### src/rtl/aims_params.svh
`ifndef AIMS_PARAMS_SVH
`define AIMS_PARAMS_SVH
// ----------------------------------------
// register byte offsets
// ----------------------------------------
`define AIMS_OFS_INSEL   4'h0
`define AIMS_OFS_SCAN    4'h4
`define AIMS_OFS_CTRL    4'h8
`define AIMS_OFS_STAT    4'hc
// ----------------------------------------
// field positions
// ----------------------------------------
`define AIMS_NEG_B_BIT   31
`define AIMS_POS_B_HI    27
`define AIMS_POS_B_LO    24
`define AIMS_NEG_A_BIT   23
`define AIMS_POS_A_HI    19
`define AIMS_POS_A_LO    16
`define AIMS_ALT_BIT     0
`define AIMS_SCAN_BIT    1
// ----------------------------------------
// reset values and masks
// ----------------------------------------
`define AIMS_INSEL_RST   32'h00000000
`define AIMS_SCAN_RST    16'h0000
`define AIMS_INSEL_MASK  32'h8f8f0000
`endif

### src/rtl/aims_pkg.sv
package aims_pkg;
  typedef struct packed {
    logic       neg_sel;
    logic [3:0] pos_sel;
  } aims_mux_t;
endpackage

### src/rtl/aims_mux_select.sv
// Functional notes
// bit 31: B negative, input 1 or low_reference
// bits 27-24: B positive input number
// bit 23: A negative, input 1 or low_reference
// bits 19-16: A positive input number
// scan mask bit k includes input k
// unimplemented bits read zero, writes ignored
// all fields zero after reset; status scan index reads 4'hf from the first clock edge
// alternate: A first, then B/A alternating
// scan enable takes positive input from mask
// scan ascends enabled inputs, wraps around
`include "aims_params.svh"
module aims_mux_select #(
  parameter int SEL_W  = 4,
  parameter int MASK_W = 16
) (
  input  wire logic              clk_sys,
  input  wire logic              rst,
  input  wire logic [3:0]        avs_address,
  input  wire logic              avs_read,
  input  wire logic              avs_write,
  input  wire logic [31:0]       avs_writedata,
  input  wire logic [3:0]        avs_byteenable,
  output logic      [31:0]       avs_readdata,
  output logic                   avs_waitrequest,
  input  wire logic              sample_done,
  output aims_pkg::aims_mux_t    mux_sel,
  output logic                   setting_b_active
);
  logic [31:0]       insel_reg;
  logic [MASK_W-1:0] scan_mask_reg;
  logic              alternate_sampling_reg;
  logic              scan_enable_reg;
  logic              use_b_reg;
  logic              use_b_next;
  logic [SEL_W-1:0]  scan_idx_reg;
  logic [SEL_W-1:0]  scan_idx_next;
  logic              ack_reg;
  logic [31:0]       wmask;
  logic              wr_go;
  logic              rd_take;
  logic              hit_insel;
  logic              hit_scan;
  logic              hit_ctrl;
  logic              hit_stat;
  logic [31:0]       rd_word;

  // ----------------------------------------
  // helpers
  // ----------------------------------------
  function automatic logic [31:0] be_mask(input logic [3:0] be);
    be_mask = {{8{be[3]}}, {8{be[2]}}, {8{be[1]}}, {8{be[0]}}};
  endfunction

  // one decoder for every register, so reads and writes agree
  function automatic logic sel_hit(input logic [3:0] a,
                                   input logic [3:0] ofs);
    sel_hit = (a == ofs);
  endfunction

  // next enabled input above cur, wrapping; holds cur if mask empty
  function automatic logic [3:0] next_scan(input logic [15:0] m,
                                           input logic [3:0]  cur);
    logic [4:0] k;
    logic [3:0] idx;
    logic       found;
    next_scan = cur;
    found = 1'b0;
    for (k = 5'h01; k <= 5'h10; k = k + 5'h01) begin
      idx = cur + k[3:0];
      if (!found && m[idx]) begin
        next_scan = idx;
        found = 1'b1;
      end
    end
  endfunction

  // ----------------------------------------
  // avalon slave: one wait cycle per access
  // ----------------------------------------
  assign wmask     = be_mask(avs_byteenable);
  assign wr_go     = avs_write && ack_reg;
  // read data latched when the request is first seen, so it
  // already stands in the cycle in which waitrequest is low
  assign rd_take   = avs_read && !ack_reg;
  assign hit_insel = sel_hit(avs_address, `AIMS_OFS_INSEL);
  assign hit_scan  = sel_hit(avs_address, `AIMS_OFS_SCAN);
  assign hit_ctrl  = sel_hit(avs_address, `AIMS_OFS_CTRL);
  assign hit_stat  = sel_hit(avs_address, `AIMS_OFS_STAT);

  always_ff @(posedge clk_sys or posedge rst) begin
    if (rst) begin
      ack_reg <= 1'b0;
    end else begin
      ack_reg <= (avs_read || avs_write) && !ack_reg;
    end
  end

  always_ff @(posedge clk_sys or posedge rst) begin
    if (rst) begin
      avs_waitrequest <= 1'b1;
    end else begin
      avs_waitrequest <= !((avs_read || avs_write) && !ack_reg);
    end
  end

  // ----------------------------------------
  // registers
  // ----------------------------------------
  always_ff @(posedge clk_sys or posedge rst) begin
    if (rst) begin
      insel_reg <= `AIMS_INSEL_RST;
    end else if (wr_go && hit_insel) begin
      // masked write keeps unimplemented bits at zero
      insel_reg <= ((avs_writedata & wmask) | (insel_reg & ~wmask))
                   & `AIMS_INSEL_MASK;
    end
  end

  always_ff @(posedge clk_sys or posedge rst) begin
    if (rst) begin
      scan_mask_reg <= `AIMS_SCAN_RST;
    end else if (wr_go && hit_scan) begin
      scan_mask_reg <= (avs_writedata[15:0] & wmask[15:0])
                       | (scan_mask_reg & ~wmask[15:0]);
    end
  end

  always_ff @(posedge clk_sys or posedge rst) begin
    if (rst) begin
      alternate_sampling_reg <= 1'b0;
      scan_enable_reg        <= 1'b0;
    end else if (wr_go && hit_ctrl && avs_byteenable[0]) begin
      alternate_sampling_reg <= avs_writedata[`AIMS_ALT_BIT];
      scan_enable_reg        <= avs_writedata[`AIMS_SCAN_BIT];
    end
  end

  // ----------------------------------------
  // read path
  // ----------------------------------------
  // unmapped offsets fall through to zero
  always_comb begin
    rd_word = 32'h00000000;
    if (hit_insel) begin
      rd_word = insel_reg;
    end else if (hit_scan) begin
      rd_word = {16'h0000, scan_mask_reg};
    end else if (hit_ctrl) begin
      rd_word = {30'h00000000, scan_enable_reg, alternate_sampling_reg};
    end else if (hit_stat) begin
      rd_word = {27'h0000000, use_b_reg, scan_idx_reg};
    end
  end

  always_ff @(posedge clk_sys or posedge rst) begin
    if (rst) begin
      avs_readdata <= 32'h00000000;
    end else if (rd_take) begin
      avs_readdata <= rd_word;
    end
  end

  // ----------------------------------------
  // sample sequencing
  // ----------------------------------------
  // turning alternate off or on restarts with setting a
  always_comb begin
    use_b_next = use_b_reg;
    if (!alternate_sampling_reg) begin
      use_b_next = 1'b0;
    end else if (sample_done) begin
      use_b_next = !use_b_reg;
    end
  end

  always_ff @(posedge clk_sys or posedge rst) begin
    if (rst) begin
      use_b_reg <= 1'b0;
    end else begin
      use_b_reg <= use_b_next;
    end
  end

  // with scan on, an empty mask holds the index; nothing to step to
  always_comb begin
    scan_idx_next = scan_idx_reg;
    if (!scan_enable_reg) begin
      // parked on the lowest enabled input for the first sample
      scan_idx_next = next_scan(scan_mask_reg, 4'hf);
    end else if (sample_done || !scan_mask_reg[scan_idx_reg]) begin
      // a cleared mask bit moves on at once, not a sample late
      scan_idx_next = next_scan(scan_mask_reg, scan_idx_reg);
    end
  end

  always_ff @(posedge clk_sys or posedge rst) begin
    if (rst) begin
      scan_idx_reg <= 4'h0;
    end else begin
      scan_idx_reg <= scan_idx_next;
    end
  end

  // ----------------------------------------
  // output stage
  // ----------------------------------------
  // flag and mux both follow use_b_reg, so they never disagree
  always_ff @(posedge clk_sys or posedge rst) begin
    if (rst) begin
      setting_b_active <= 1'b0;
    end else begin
      setting_b_active <= use_b_reg;
    end
  end

  always_ff @(posedge clk_sys or posedge rst) begin
    if (rst) begin
      mux_sel <= '0;
    end else begin
      if (use_b_reg) begin
        mux_sel.neg_sel <= insel_reg[`AIMS_NEG_B_BIT];
        mux_sel.pos_sel <= insel_reg[`AIMS_POS_B_HI:`AIMS_POS_B_LO];
      end else begin
        mux_sel.neg_sel <= insel_reg[`AIMS_NEG_A_BIT];
        mux_sel.pos_sel <= insel_reg[`AIMS_POS_A_HI:`AIMS_POS_A_LO];
      end
      if (scan_enable_reg) begin
        mux_sel.pos_sel <= scan_idx_reg;
      end
    end
  end
endmodule // aims_mux_select

### config.mk
export PLATFORM = sky130hd
export DESIGN_NAME = aims_mux_select
export DESIGN_NICKNAME = d
export VERILOG_FILES = /design/src/rtl/aims_pkg.sv /design/src/rtl/aims_mux_select.sv
export VERILOG_INCLUDE_DIRS = /design/src /design/src/rtl
export SDC_FILE = /design/constraint.sdc
export NUM_CORES = 1
export LEC_CHECK = 0
export CAP_MARGIN = 20
export CORE_ASPECT_RATIO = 2
export CORE_MARGIN = 5
export CORE_UTILIZATION = 50
export DETAILED_ROUTE_END_ITERATION = 10
export DONT_BUFFER_PORTS = 1
export SYNTH_ARGS = -nofsm -noshare
export SYNTH_HDL_FRONTEND = slang
export SYNTH_SLANG_ARGS = --single-unit
### constraint.sdc
create_clock -name clk_sys -period 7.5 [get_ports clk_sys]
set_input_delay 1.5 -clock clk_sys [delete_from_list [all_inputs] [get_ports clk_sys]]
set_output_delay 1.5 -clock clk_sys [all_outputs]
set_load 0.01 [all_outputs]
==> run_results.csv, run 1 <==
group,metric,value,unit
status,outcome,"completed",
synth,adder_cell_share_of_the_synthesized_area,1.92,%
synth,yosys.area_share.xor_xnor,2.16,%
grt,antenna_found_initial,0,
synth,synth_top_cells_by_area,"dfrtp_1 (32%), mux4_2 (9.5%), mux2_2 (9.1%), mux2i_1 (5.2%), nand2_1 (5.1%)",
final_layout,antenna_cells,0,
floorplanning,fp.dieArea,12700,um^2
clocking,post_cts.resized_instances,0,
power,netSwitchingPower,1.40,mW
job,maxCapViolations,0,
final_layout,multi_input_comb_area,3220,um^2
floorplanning,num_rows,52,
final_layout,nets,546,
critical_path,critical_path_source_type,"flip-flop",
power,p_sw_share,49.4,%
timing,finalClockSkew,0.00594,ns
timing,finalMaxSlewViolations,0,
power,static_leakage,2.31,nW
timing,max_clock_freq,198,MHz
detailed_routing,remaining_drc_errors,0,
synth,synth-edff-count,0,
critical_path,cp_class,"reg -> reg",
timing,report.final.setup_viol,0,
timing,worst_slew_pin_slew,1.03,ns
final_layout,drive_gt1_share,22.1,%
synth,synth_compound_area_share,15.4,%
synth,synth.yosys.seq_area_share,32.2,%
power,clock_network_fraction_of_total_power,14.3,%
synth,yosysUniqueCellTypes,78,
power,vdd_drop_max,240,uV
floorplanning,io_pins,84,
clocking,cts_buffers,9,
floorplanning,core,10100,um^2
clocking,clock_sink_count,67,
floorplanning,chipWidth,82.2,um
critical_path,timing.critical_path.slowest_stage_cell,"ha_1",
synth,mapped_area,5210,um^2
hold_path,hp-class,"reg -> reg",
grt,grt.total_usage,25.5,%
placed_design,final_replace_weighted_congestion,1.03,
power,combPwrFrac,68.5,%
synth,syn-instance-count,512,
hold_path,cell_depth_of_the_worst_hold_path,1,
timing,final_critical_path_share_of_the_clock_period,67.2,%
timing,hold_viol_final,0,
detailed_routing,num_vias,4117,
placed_design,place.detailed.hpwl,11.5,mm
timing,rsz0062_at_grt,"no",
grt,grt_max_degree,68,
synth,yosysTopAreaCell,"dfrtp_1",
final_layout,syn2layout_area_growth,4.88,%
detailed_routing,route.final.wire_length,15.0,mm
detailed_routing,vias_per_cell,6.50,
placed_design,io_buffers,0,
synth,synth_top_family_by_area,"multiplexers",
detailed_routing,detail-route-antenna-nets,0,
critical_path,endpoint_kind_of_the_worst_setup_timing_path,"flip-flop",
final_layout,sequential_cell_area,1680,um^2
timing,timing.setup.tns,0,ns
clocking,tritoncts_clock_tree,"built",
grt,grt-ovfl-total,0,
grt,grt_pass1_wl,24.2,mm
final_layout,final_core_util,53.8,%
floorplanning,height_of_the_die,154,um
clocking,htree_num_levels,3,
synth,ys.flop_type,"dfrtp_1",
clocking,post_cts_buffers,0,
placed_design,place_inst,617,
synth,synth-warning-count,0,
detailed_routing,firstDrtPassIters,4,
clocking,clockRootBuffer,"clkbuf_16",
synth,post_synth_and_or_nand_nor_area_fraction,14.2,%
power,seq_power_share,17.2,%
clocking,cts.clk_slew.worst_paths,0.05,ns
critical_path,worstPathCellList,"buf_4, clkinv_1, ha_1, mux2_2, mux2_1, mux4_2, nor3_2, nand3_1, nor2_1, a221oi_1, or4_1, a22oi_2",
critical_path,worstPathMaxFanout,20,
critical_path,critical_path_arrival,5.29,ns
timing,fin_crit,5.04,ns
floorplanning,start_util,51.3,%
clocking,postCtsHoldBufs,0,
power,internal-power,1.43,mW
synth,avgSynthCellArea,10.2,um^2
critical_path,ff2ff_path_depth,12,
synth,ys_seq_elements,67,
clocking,ctsLongestPathBuffers,2,
detailed_routing,first_iter_violations,243,
synth,synthDominantCellAreaShare,31.7,%
detailed_routing,drt-wirelength-per-cell,23.8,um
final_layout,layoutNonFillerInstCount,633,
critical_path,regToRegSetupSlack,2.46,ns
grt,number_of_global_route_vias_before_repair,4262,
synth,post_synthesis_mux_area_share,27.6,%
timing,slew_headroom,31.3,%
critical_path,crit_required,7.75,ns
final_layout,fillers,945,
synth,synth_async_sr_flop_share,100,%
critical_path,max_stage_delay,0.97,ns
power,fin_total_pwr,2.84,mW
clocking,clock_latency,0.33,ns
power,power-per-cell-area,519,nW/um^2
-- kinds of logic (layout without fill, tap and decap cells) --
| logic type | after synthesis | count (layout) |
|---|---|---|
| adder cells (fa/ha/maj) | 8 | 8 |
| other | 1 | 6 |
| XOR/XNOR | 12 | 12 |
| multiplexers | 102 | 102 |
| AND/OR/NAND/NOR | 151 | 151 |
| AO/OA/AOI/OAI | 114 | 114 |
| flip-flops | 67 | 67 |
| buffers and inverters | 57 | 38 |
-- layout by cell type, fill, tap and decap left out, types with 7 or more instances in the layout --
| cell | instances |
|---|---|
| a21oi_1 | 16 |
| a22o_1 | 10 |
| clkbuf_16 | 9 |
| dfrtp_1 | 66 |
| ha_1 | 8 |
| inv_1 | 11 |
| mux2_2 | 42 |
| mux2i_1 | 27 |
| mux4_2 | 22 |
| nand2_1 | 71 |
| nand3_1 | 13 |
| nor2_1 | 24 |
| nor3_1 | 7 |
| o21ai_0 | 31 |
-- layer usage --
metal | up-vias | global-route usage [%] | wire (um)
li1 | 1873 | - | -
met1 | 2044 | 26.9 | 5160
met4 | 0 | 17.8 | 966
met3 | 52 | 4.71 | 650
met5 | - | 0 | 0
met2 | 148 | 43.9 | 8260
-- power groups by stage --
stage | sequential (mW) | clock [mW] | combinational [mW]
CTS | 0.486 | 0.414 | 1.90
detailed placement | 0.492 | 0 | 1.89
finish | 0.486 | 0.406 | 1.94
global route | 0.495 | 0.436 | 2.09
floorplan | 0.448 | 0 | 1.51
global placement | 0.490 | 0 | 1.88
-- cell usage after synthesis (6+ instances only) --
| cell type | number |
|---|---|
| mux2_2 | 42 |
| inv_1 | 12 |
| a21oi_1 | 16 |
| nand2b_1 | 6 |
| nor2_1 | 24 |
| nand3_1 | 13 |
| nor3_1 | 7 |
| clkbuf_1 | 21 |
| nand2_1 | 71 |
| a22o_1 | 10 |
| mux2_1 | 6 |
| ha_1 | 8 |
| mux4_2 | 22 |
| mux2i_1 | 27 |
| buf_6 | 7 |
| dfrtp_1 | 66 |
| xnor2_1 | 6 |
| o21ai_0 | 31 |
| buf_4 | 7 |
-- critical path, delay by kind of cell (launching register included) --
family / cells / cell delay [ns]
simple gates: 4 / 1.44
buf+inv: 2 / 0.68
fa+ha+maj: 1 / 0.97
compound gates: 2 / 0.20
mux: 3 / 1.31
flops: 1 / 0.32
-- metrics by stage --
stage	worst slack [ns]	cell area [um^2]	hold slack (ns)
floorplan	3.32	5230	0.352
global placement	2.55	5170	0.496
detailed placement	2.53	5170	0.505
CTS	2.51	5460	0.511
global route	2.28	5460	0.522
finish	2.46	5460	0.506
-- final cells by class --
type / instances / area share (%)
Sequential cell: 67 / 30.7
Tap cell: 135 / 3.09
Timing Repair Buffer: 6 / 0.825
Multi-Input combinational cell: 393 / 58.9
Clock buffer: 9 / 4.12
Inverter: 16 / 1.10
Clock inverter: 7 / 1.26
-- path summary, 6_finish.rpt --
path	start	endpoint
max	scan_idx_reg[1]	scan_idx_reg[2]
min	flip-flop	avs_readdata[23]
max reg2reg	scan_idx_reg[1]	scan_idx_reg[2]
min reg2reg	flip-flop	avs_readdata[23]
max in group asynchronous	rst	asynchronous set/reset pin
min in group asynchronous	rst	avs_readdata[14]
Power figures use the tool's default switching activity.
==> inputs of run 2 (changes only) <==
==> constraint.sdc (replaced) <==
create_clock -name clk_sys -period 4.65 [get_ports clk_sys]
set_input_delay 0.93 -clock clk_sys [delete_from_list [all_inputs] [get_ports clk_sys]]
set_output_delay 0.93 -clock clk_sys [all_outputs]
set_load 0.01 [all_outputs]
==> run 2 against run 1 <==
- count of clock-buffer cells in the layout increased by 5
- first-iteration DRC count grew 2.9%
- cell area up 2.8%
- non-clock buffer count increased by 18
- wire length grew 2.2%
- global-route usage increased by 0.25 points
- die area stayed put
- worst hold slack improved by 0.0089 ns
- largest cell class unchanged
- highest routed layer unchanged
==> run_results.csv, run 2 (synthesized netlist as in run 1, its figures left out) <==
group,metric,value,unit
detailed_routing,drt-wirelength-per-cell,23.7,um
power,static_leakage,2.42,nW
status,outcome,"completed",
job,maxCapViolations,0,
grt,grt_pass1_wl,24.3,mm
timing,timing.setup.tns,0,ns
final_layout,most-common-layout-cells,"nand2_1 (71), dfrtp_1 (66), mux2_2 (42)",
critical_path,worstPathCellList,"clkinv_1, ha_1, mux2_1, mux4_2, mux2_2, nor2_2, nand2_2, nor3_4, a221oi_1, or4_1, a22oi_2",
final_layout,final_core_util,55.3,%
detailed_routing,route.final.wire_length,15.4,mm
critical_path,cp_top_family,"multiplexers",
critical_path,critical_path_source_type,"flip-flop",
timing,slew_headroom,45.8,%
timing,finalClockSkew,0.00697,ns
clocking,tritoncts_clock_tree,"built",
clocking,clock_sink_count,67,
clocking,post_cts.resized_instances,0,
hold_path,hp-class,"reg -> reg",
timing,finalMaxSlewViolations,0,
floorplanning,fp.dieArea,12700,um^2
clocking,cts.clk_slew.worst_paths,0.06,ns
timing,final_critical_path_share_of_the_clock_period,92.4,%
timing,fin_crit,4.30,ns
timing,hold_viol_final,0,
timing,rsz0062_at_grt,"no",
grt,antenna_found_initial,0,
grt,grt-ovfl-total,0,
floorplanning,chipWidth,82.2,um
detailed_routing,firstDrtPassIters,5,
critical_path,crit_required,4.90,ns
clocking,clockRootBuffer,"clkbuf_16",
grt,grt_max_degree,68,
detailed_routing,remaining_drc_errors,0,
placed_design,final_replace_weighted_congestion,1.01,
detailed_routing,num_vias,4215,
final_layout,syn2layout_area_growth,7.86,%
power,power-per-cell-area,857,nW/um^2
power,vdd_drop_max,548,uV
floorplanning,core,10100,um^2
final_layout,antenna_cells,0,
critical_path,timing.critical_path.slowest_stage_cell,"ha_1",
floorplanning,io_pins,84,
critical_path,worstPathMaxFanout,16,
timing,report.final.setup_viol,0,
clocking,clock_latency,0.33,ns
timing,max_clock_freq,233,MHz
critical_path,path_buf_inv,1,
critical_path,critical_path_arrival,4.55,ns
clocking,ctsLongestPathBuffers,2,
timing,worst_slew_pin_slew,0.813,ns
placed_design,place.detailed.hpwl,12.1,mm
grt,grt.total_usage,25.8,%
detailed_routing,detail-route-antenna-nets,0,
clocking,htree_num_levels,3,
floorplanning,height_of_the_die,154,um
detailed_routing,first_iter_violations,250,
final_layout,commonest_non_fill_non_tap_cell_in_the_layout,"nand2_1",
clocking,cts_buffers,9,
critical_path,max_stage_delay,0.73,ns
clocking,post_cts_buffers,0,
placed_design,io_buffers,0,
critical_path,cp_class,"reg -> reg",
critical_path,endpoint_kind_of_the_worst_setup_timing_path,"flip-flop",
final_layout,nets,564,
final_layout,drive_gt1_share,24.5,%
detailed_routing,vias_per_cell,6.48,
floorplanning,num_rows,52,
clocking,postCtsHoldBufs,0,
grt,number_of_global_route_vias_before_repair,4401,
floorplanning,start_util,51.3,%
-- run 2: cell count changes in the layout (fill, tap and decap cells not counted), sizes merged --
cell,before,now
buf,6,24
clkbuf,9,14
clkinv,5,1
clkinvlp,2,0
-- run 2: path summary, 6_finish.rpt --
kind | startpoint | endpoint | slack [ns] | cells after the start
worst max register to register | scan_idx_reg[1] | scan_idx_reg[2] | 0.35 | 11
worst min register to register | flip-flop | avs_readdata[27] | 0.51 | 1
worst min-delay path | flip-flop | avs_readdata[27] | 0.51 | 1
min in group asynchronous | rst | asynchronous set/reset pin | 0.74 | 2
max in group asynchronous | rst | avs_readdata[24] | 3.39 | 2
worst max-delay path | scan_idx_reg[1] | scan_idx_reg[2] | 0.35 | 11
-- run 2: cell type report --
| class | instances | area (um^2) |
|---|---|---|
| multi-input cells | 393 | 3220 |
| flip-flops and latches | 67 | 1680 |
| clock inverters | 1 | 30.0 |
| well taps | 135 | 169 |
| clock buffers | 14 | 284 |
| repair buffers | 24 | 180 |
| inverters | 16 | 60.1 |
| fillers | 952 | 4530 |
-- run 2: power by group --
part / switching (mW) / internal (mW)
combinational: 1.94 / 1.38
clock: 0.231 / 0.470
sequential: 0.132 / 0.654
-- run 2: metal layers --
layer / up-vias / routed length [um] / track usage [%]
met5: - / 0 / 0
met4: 0 / 1230 / 19.6
met3: 62 / 708 / 4.54
met2: 160 / 8340 / 45.6
met1: 2079 / 5090 / 25.3
li1: 1914 / - / -
-- run 2: per-stage QoR --
stage / std cells / total power [mW] / hold WS [ns] / worst slack, ns / area [um^2]
finish: 650 / 4.81 / 0.514 / 0.354 / 5620
global route: 650 / 5.08 / 0.531 / 0.227 / 5620
CTS: 650 / 4.78 / 0.515 / 0.408 / 5620
detailed placement: 635 / 4.06 / 0.506 / 0.440 / 5300
global placement: 635 / 4.05 / 0.496 / 0.478 / 5300
floorplan: 517 / 3.16 / 0.352 / 0.468 / 5230
==> inputs of run 3 (changes only) <==
--- a/config.mk
+++ b/config.mk
@@ -8,7 +8,6 @@
 export LEC_CHECK = 0
 export CAP_MARGIN = 20
 export CORE_ASPECT_RATIO = 2
-export CORE_MARGIN = 5
 export CORE_UTILIZATION = 50
 export DETAILED_ROUTE_END_ITERATION = 10
 export DONT_BUFFER_PORTS = 1
==> run 3 against run 2 <==
- power down 1.3%
- clock skew down 0.00084 ns
- count of clock-buffer cells in the layout down 2
- flip-flop and latch count unchanged
- cell area down 0.94%
- combinational power about the same
- utilization down 0.52 points
- register-to-register slack better by 0.02 ns
- final cell count down 0.31%
- highest routed layer unchanged
==> run_results.csv, run 3 (synthesized netlist as in run 1, its figures left out) <==
group,metric,value,unit
status,outcome,"completed",
grt,groute.layer.met3.usage,4.14,%
floorplanning,chipWidth,74.2,um
critical_path,critical_path_arrival,4.52,ns
power,power-per-cell-area,853,nW/um^2
final_layout,syn2layout_area_growth,6.85,%
critical_path,crit-reg2reg-capture,"scan_idx_reg[2]",
floorplanning,height_of_the_die,146,um
timing,fin_crit,4.27,ns
detailed_routing,detail-route-antenna-nets,0,
floorplanning,core,10100,um^2
placed_design,place_inst,634,
clocking,post_cts.resized_instances,0,
floorplanning,fp.dieArea,10900,um^2
clocking,clock_latency,0.32,ns
clocking,htree_num_levels,3,
floorplanning,start_util,51.3,%
critical_path,crit_required,4.90,ns
clocking,post_cts_buffers,0,
critical_path,path_buf_inv,1,
critical_path,timing.critical_path.slowest_stage_cell,"ha_1",
critical_path,critical_path_depth,11,
grt,grt_max_degree,45,
timing,final_critical_path_share_of_the_clock_period,91.9,%
timing,report.final.setup_viol,0,
final_layout,most-common-layout-cells,"nand2_1 (71), dfrtp_1 (66), mux2_2 (42)",
critical_path,crit_end,"scan_idx_reg[2]",
critical_path,worstPathMaxFanout,14,
critical_path,worstReg2RegStart,"scan_idx_reg[1]",
clocking,clock_sink_count,67,
placed_design,place.detailed.hpwl,11.7,mm
clocking,cts_buffers,9,
clocking,postCtsHoldBufs,0,
power,static_leakage,2.39,nW
floorplanning,num_rows,52,
final_layout,fillers,930,
power,fin_total_pwr,4.75,mW
placed_design,final_replace_weighted_congestion,0.957,
timing,worst_slew_pin_slew,0.769,ns
placed_design,io_buffers,0,
placed_design,place_area,5300,um^2
detailed_routing,firstDrtPassIters,4,
grt,grt-ovfl-total,0,
final_layout,nets,563,
grt,antenna_found_initial,0,
final_layout,final_core_util,54.8,%
timing,finalClockSkew,0.00613,ns
detailed_routing,route.final.wire_length,15.0,mm
floorplanning,io_pins,84,
detailed_routing,drt-wirelength-per-cell,23.2,um
job,maxCapViolations,0,
grt,grt.busiest_layer,"met2",
critical_path,critical_path_source_type,"flip-flop",
hold_path,hp-class,"in -> async",
critical_path,worst_path_most_repeated_cell,"mux2_2",
critical_path,ff2ff_path_depth,11,
clocking,tritoncts_clock_tree,"built",
critical_path,cp_top_family,"multiplexers",
detailed_routing,num_vias,4122,
detailed_routing,remaining_drc_errors,0,
timing,finalMaxSlewViolations,0,
clocking,cts.clk_slew.worst_paths,0.05,ns
critical_path,worstPathCellList,"clkinv_1, ha_1, mux2_2, mux4_2, mux2_2, nor2_2, nand2_2, nor3_4, a221oi_1, or4_1, a22oi_2",
final_layout,multi_input_comb_area,3220,um^2
critical_path,max_stage_delay,0.69,ns
clocking,ctsLongestPathBuffers,2,
grt,grt.total_usage,29.6,%
detailed_routing,vias_per_cell,6.36,
power,vdd_drop_max,385,uV
timing,timing.setup.tns,0,ns
final_layout,commonest_non_fill_non_tap_cell_in_the_layout,"nand2_1",
final_layout,layout.cell_area.non_filler,5560,um^2
final_layout,drive_gt1_share,24.2,%
clocking,clockRootBuffer,"clkbuf_16",
grt,gr-usage-met2,53.2,%
critical_path,critical_path.startpoint,"scan_idx_reg[1]",
critical_path,endpoint_kind_of_the_worst_setup_timing_path,"flip-flop",
timing,rsz0062_at_grt,"no",
final_layout,sequential_cell_area,1680,um^2
detailed_routing,first_iter_violations,147,
timing,hold_viol_final,0,
critical_path,cp_class,"reg -> reg",
critical_path,regToRegSetupSlack,0.38,ns
timing,slew_headroom,48.5,%
timing,max_clock_freq,234,MHz
grt,grt_pass1_wl,23.6,mm
grt,number_of_global_route_vias_before_repair,4210,
final_layout,layoutNonFillerInstCount,648,
grt,grt_use_met1,31.1,%
final_layout,antenna_cells,0,
run 3: per-stage QoR:
stage               setup slack, ns  hold slack (ns)
floorplan                     0.468            0.352
global placement              0.454            0.496
detailed placement            0.456            0.506
CTS                           0.437            0.517
global route                  0.203            0.536
finish                        0.378            0.510
run 3: layer usage:
| layer | part of all wire, % | wire [um] |
|---|---|---|
| met5 | 0 | 0 |
| met4 | 6.0 | 895 |
| met2 | 55 | 8320 |
| met1 | 35 | 5300 |
| met3 | 3.3 | 500 |
run 3: area by class of cell:
class / instances / share of cell area, %
Clock buffer: 12 / 4.61
Clock inverter: 2 / 0.225
Inverter: 16 / 1.08
Multi-Input combinational cell: 393 / 57.8
Sequential cell: 67 / 30.2
Tap cell: 135 / 3.04
Timing Repair Buffer: 23 / 3.10
run 3: worst register-to-register path, delay by kind of cell (launching register included):
family / cells / cell delay, ns
AO/OA/AOI/OAI: 2 / 0.36
adder cells (fa/ha/maj): 1 / 0.69
buffers and inverters: 1 / 0.09
flip-flops: 1 / 0.35
multiplexers: 3 / 1.40
AND/OR/NAND/NOR: 4 / 1.31
run 3: worst min path at each step:
| stage | startpoint | to | slack [ns] | depth (start not counted) |
|---|---|---|---|---|
| 6_report | rst | avs_readdata[9] | 0.51 | 1 |
| 3_5_place_dp | alternate_sampling_reg | use_b_reg | 0.51 | 1 |
| 5_1_grt | flip-flop | avs_readdata[27] | 0.54 | 1 |
| 4_1_cts | rst | avs_readdata[9] | 0.52 | 1 |
| 2_1_floorplan | use_b_reg | setting_b_active | 0.35 | 0 |
| 3_3_place_gp | flip-flop | avs_readdata[23] | 0.50 | 1 |
run 3: report_power, final:
part           switching [mW]  internal [mW]  total [mW]
clock                   0.229          0.382       0.612
sequential              0.133          0.654       0.787
combinational            1.96           1.39        3.35
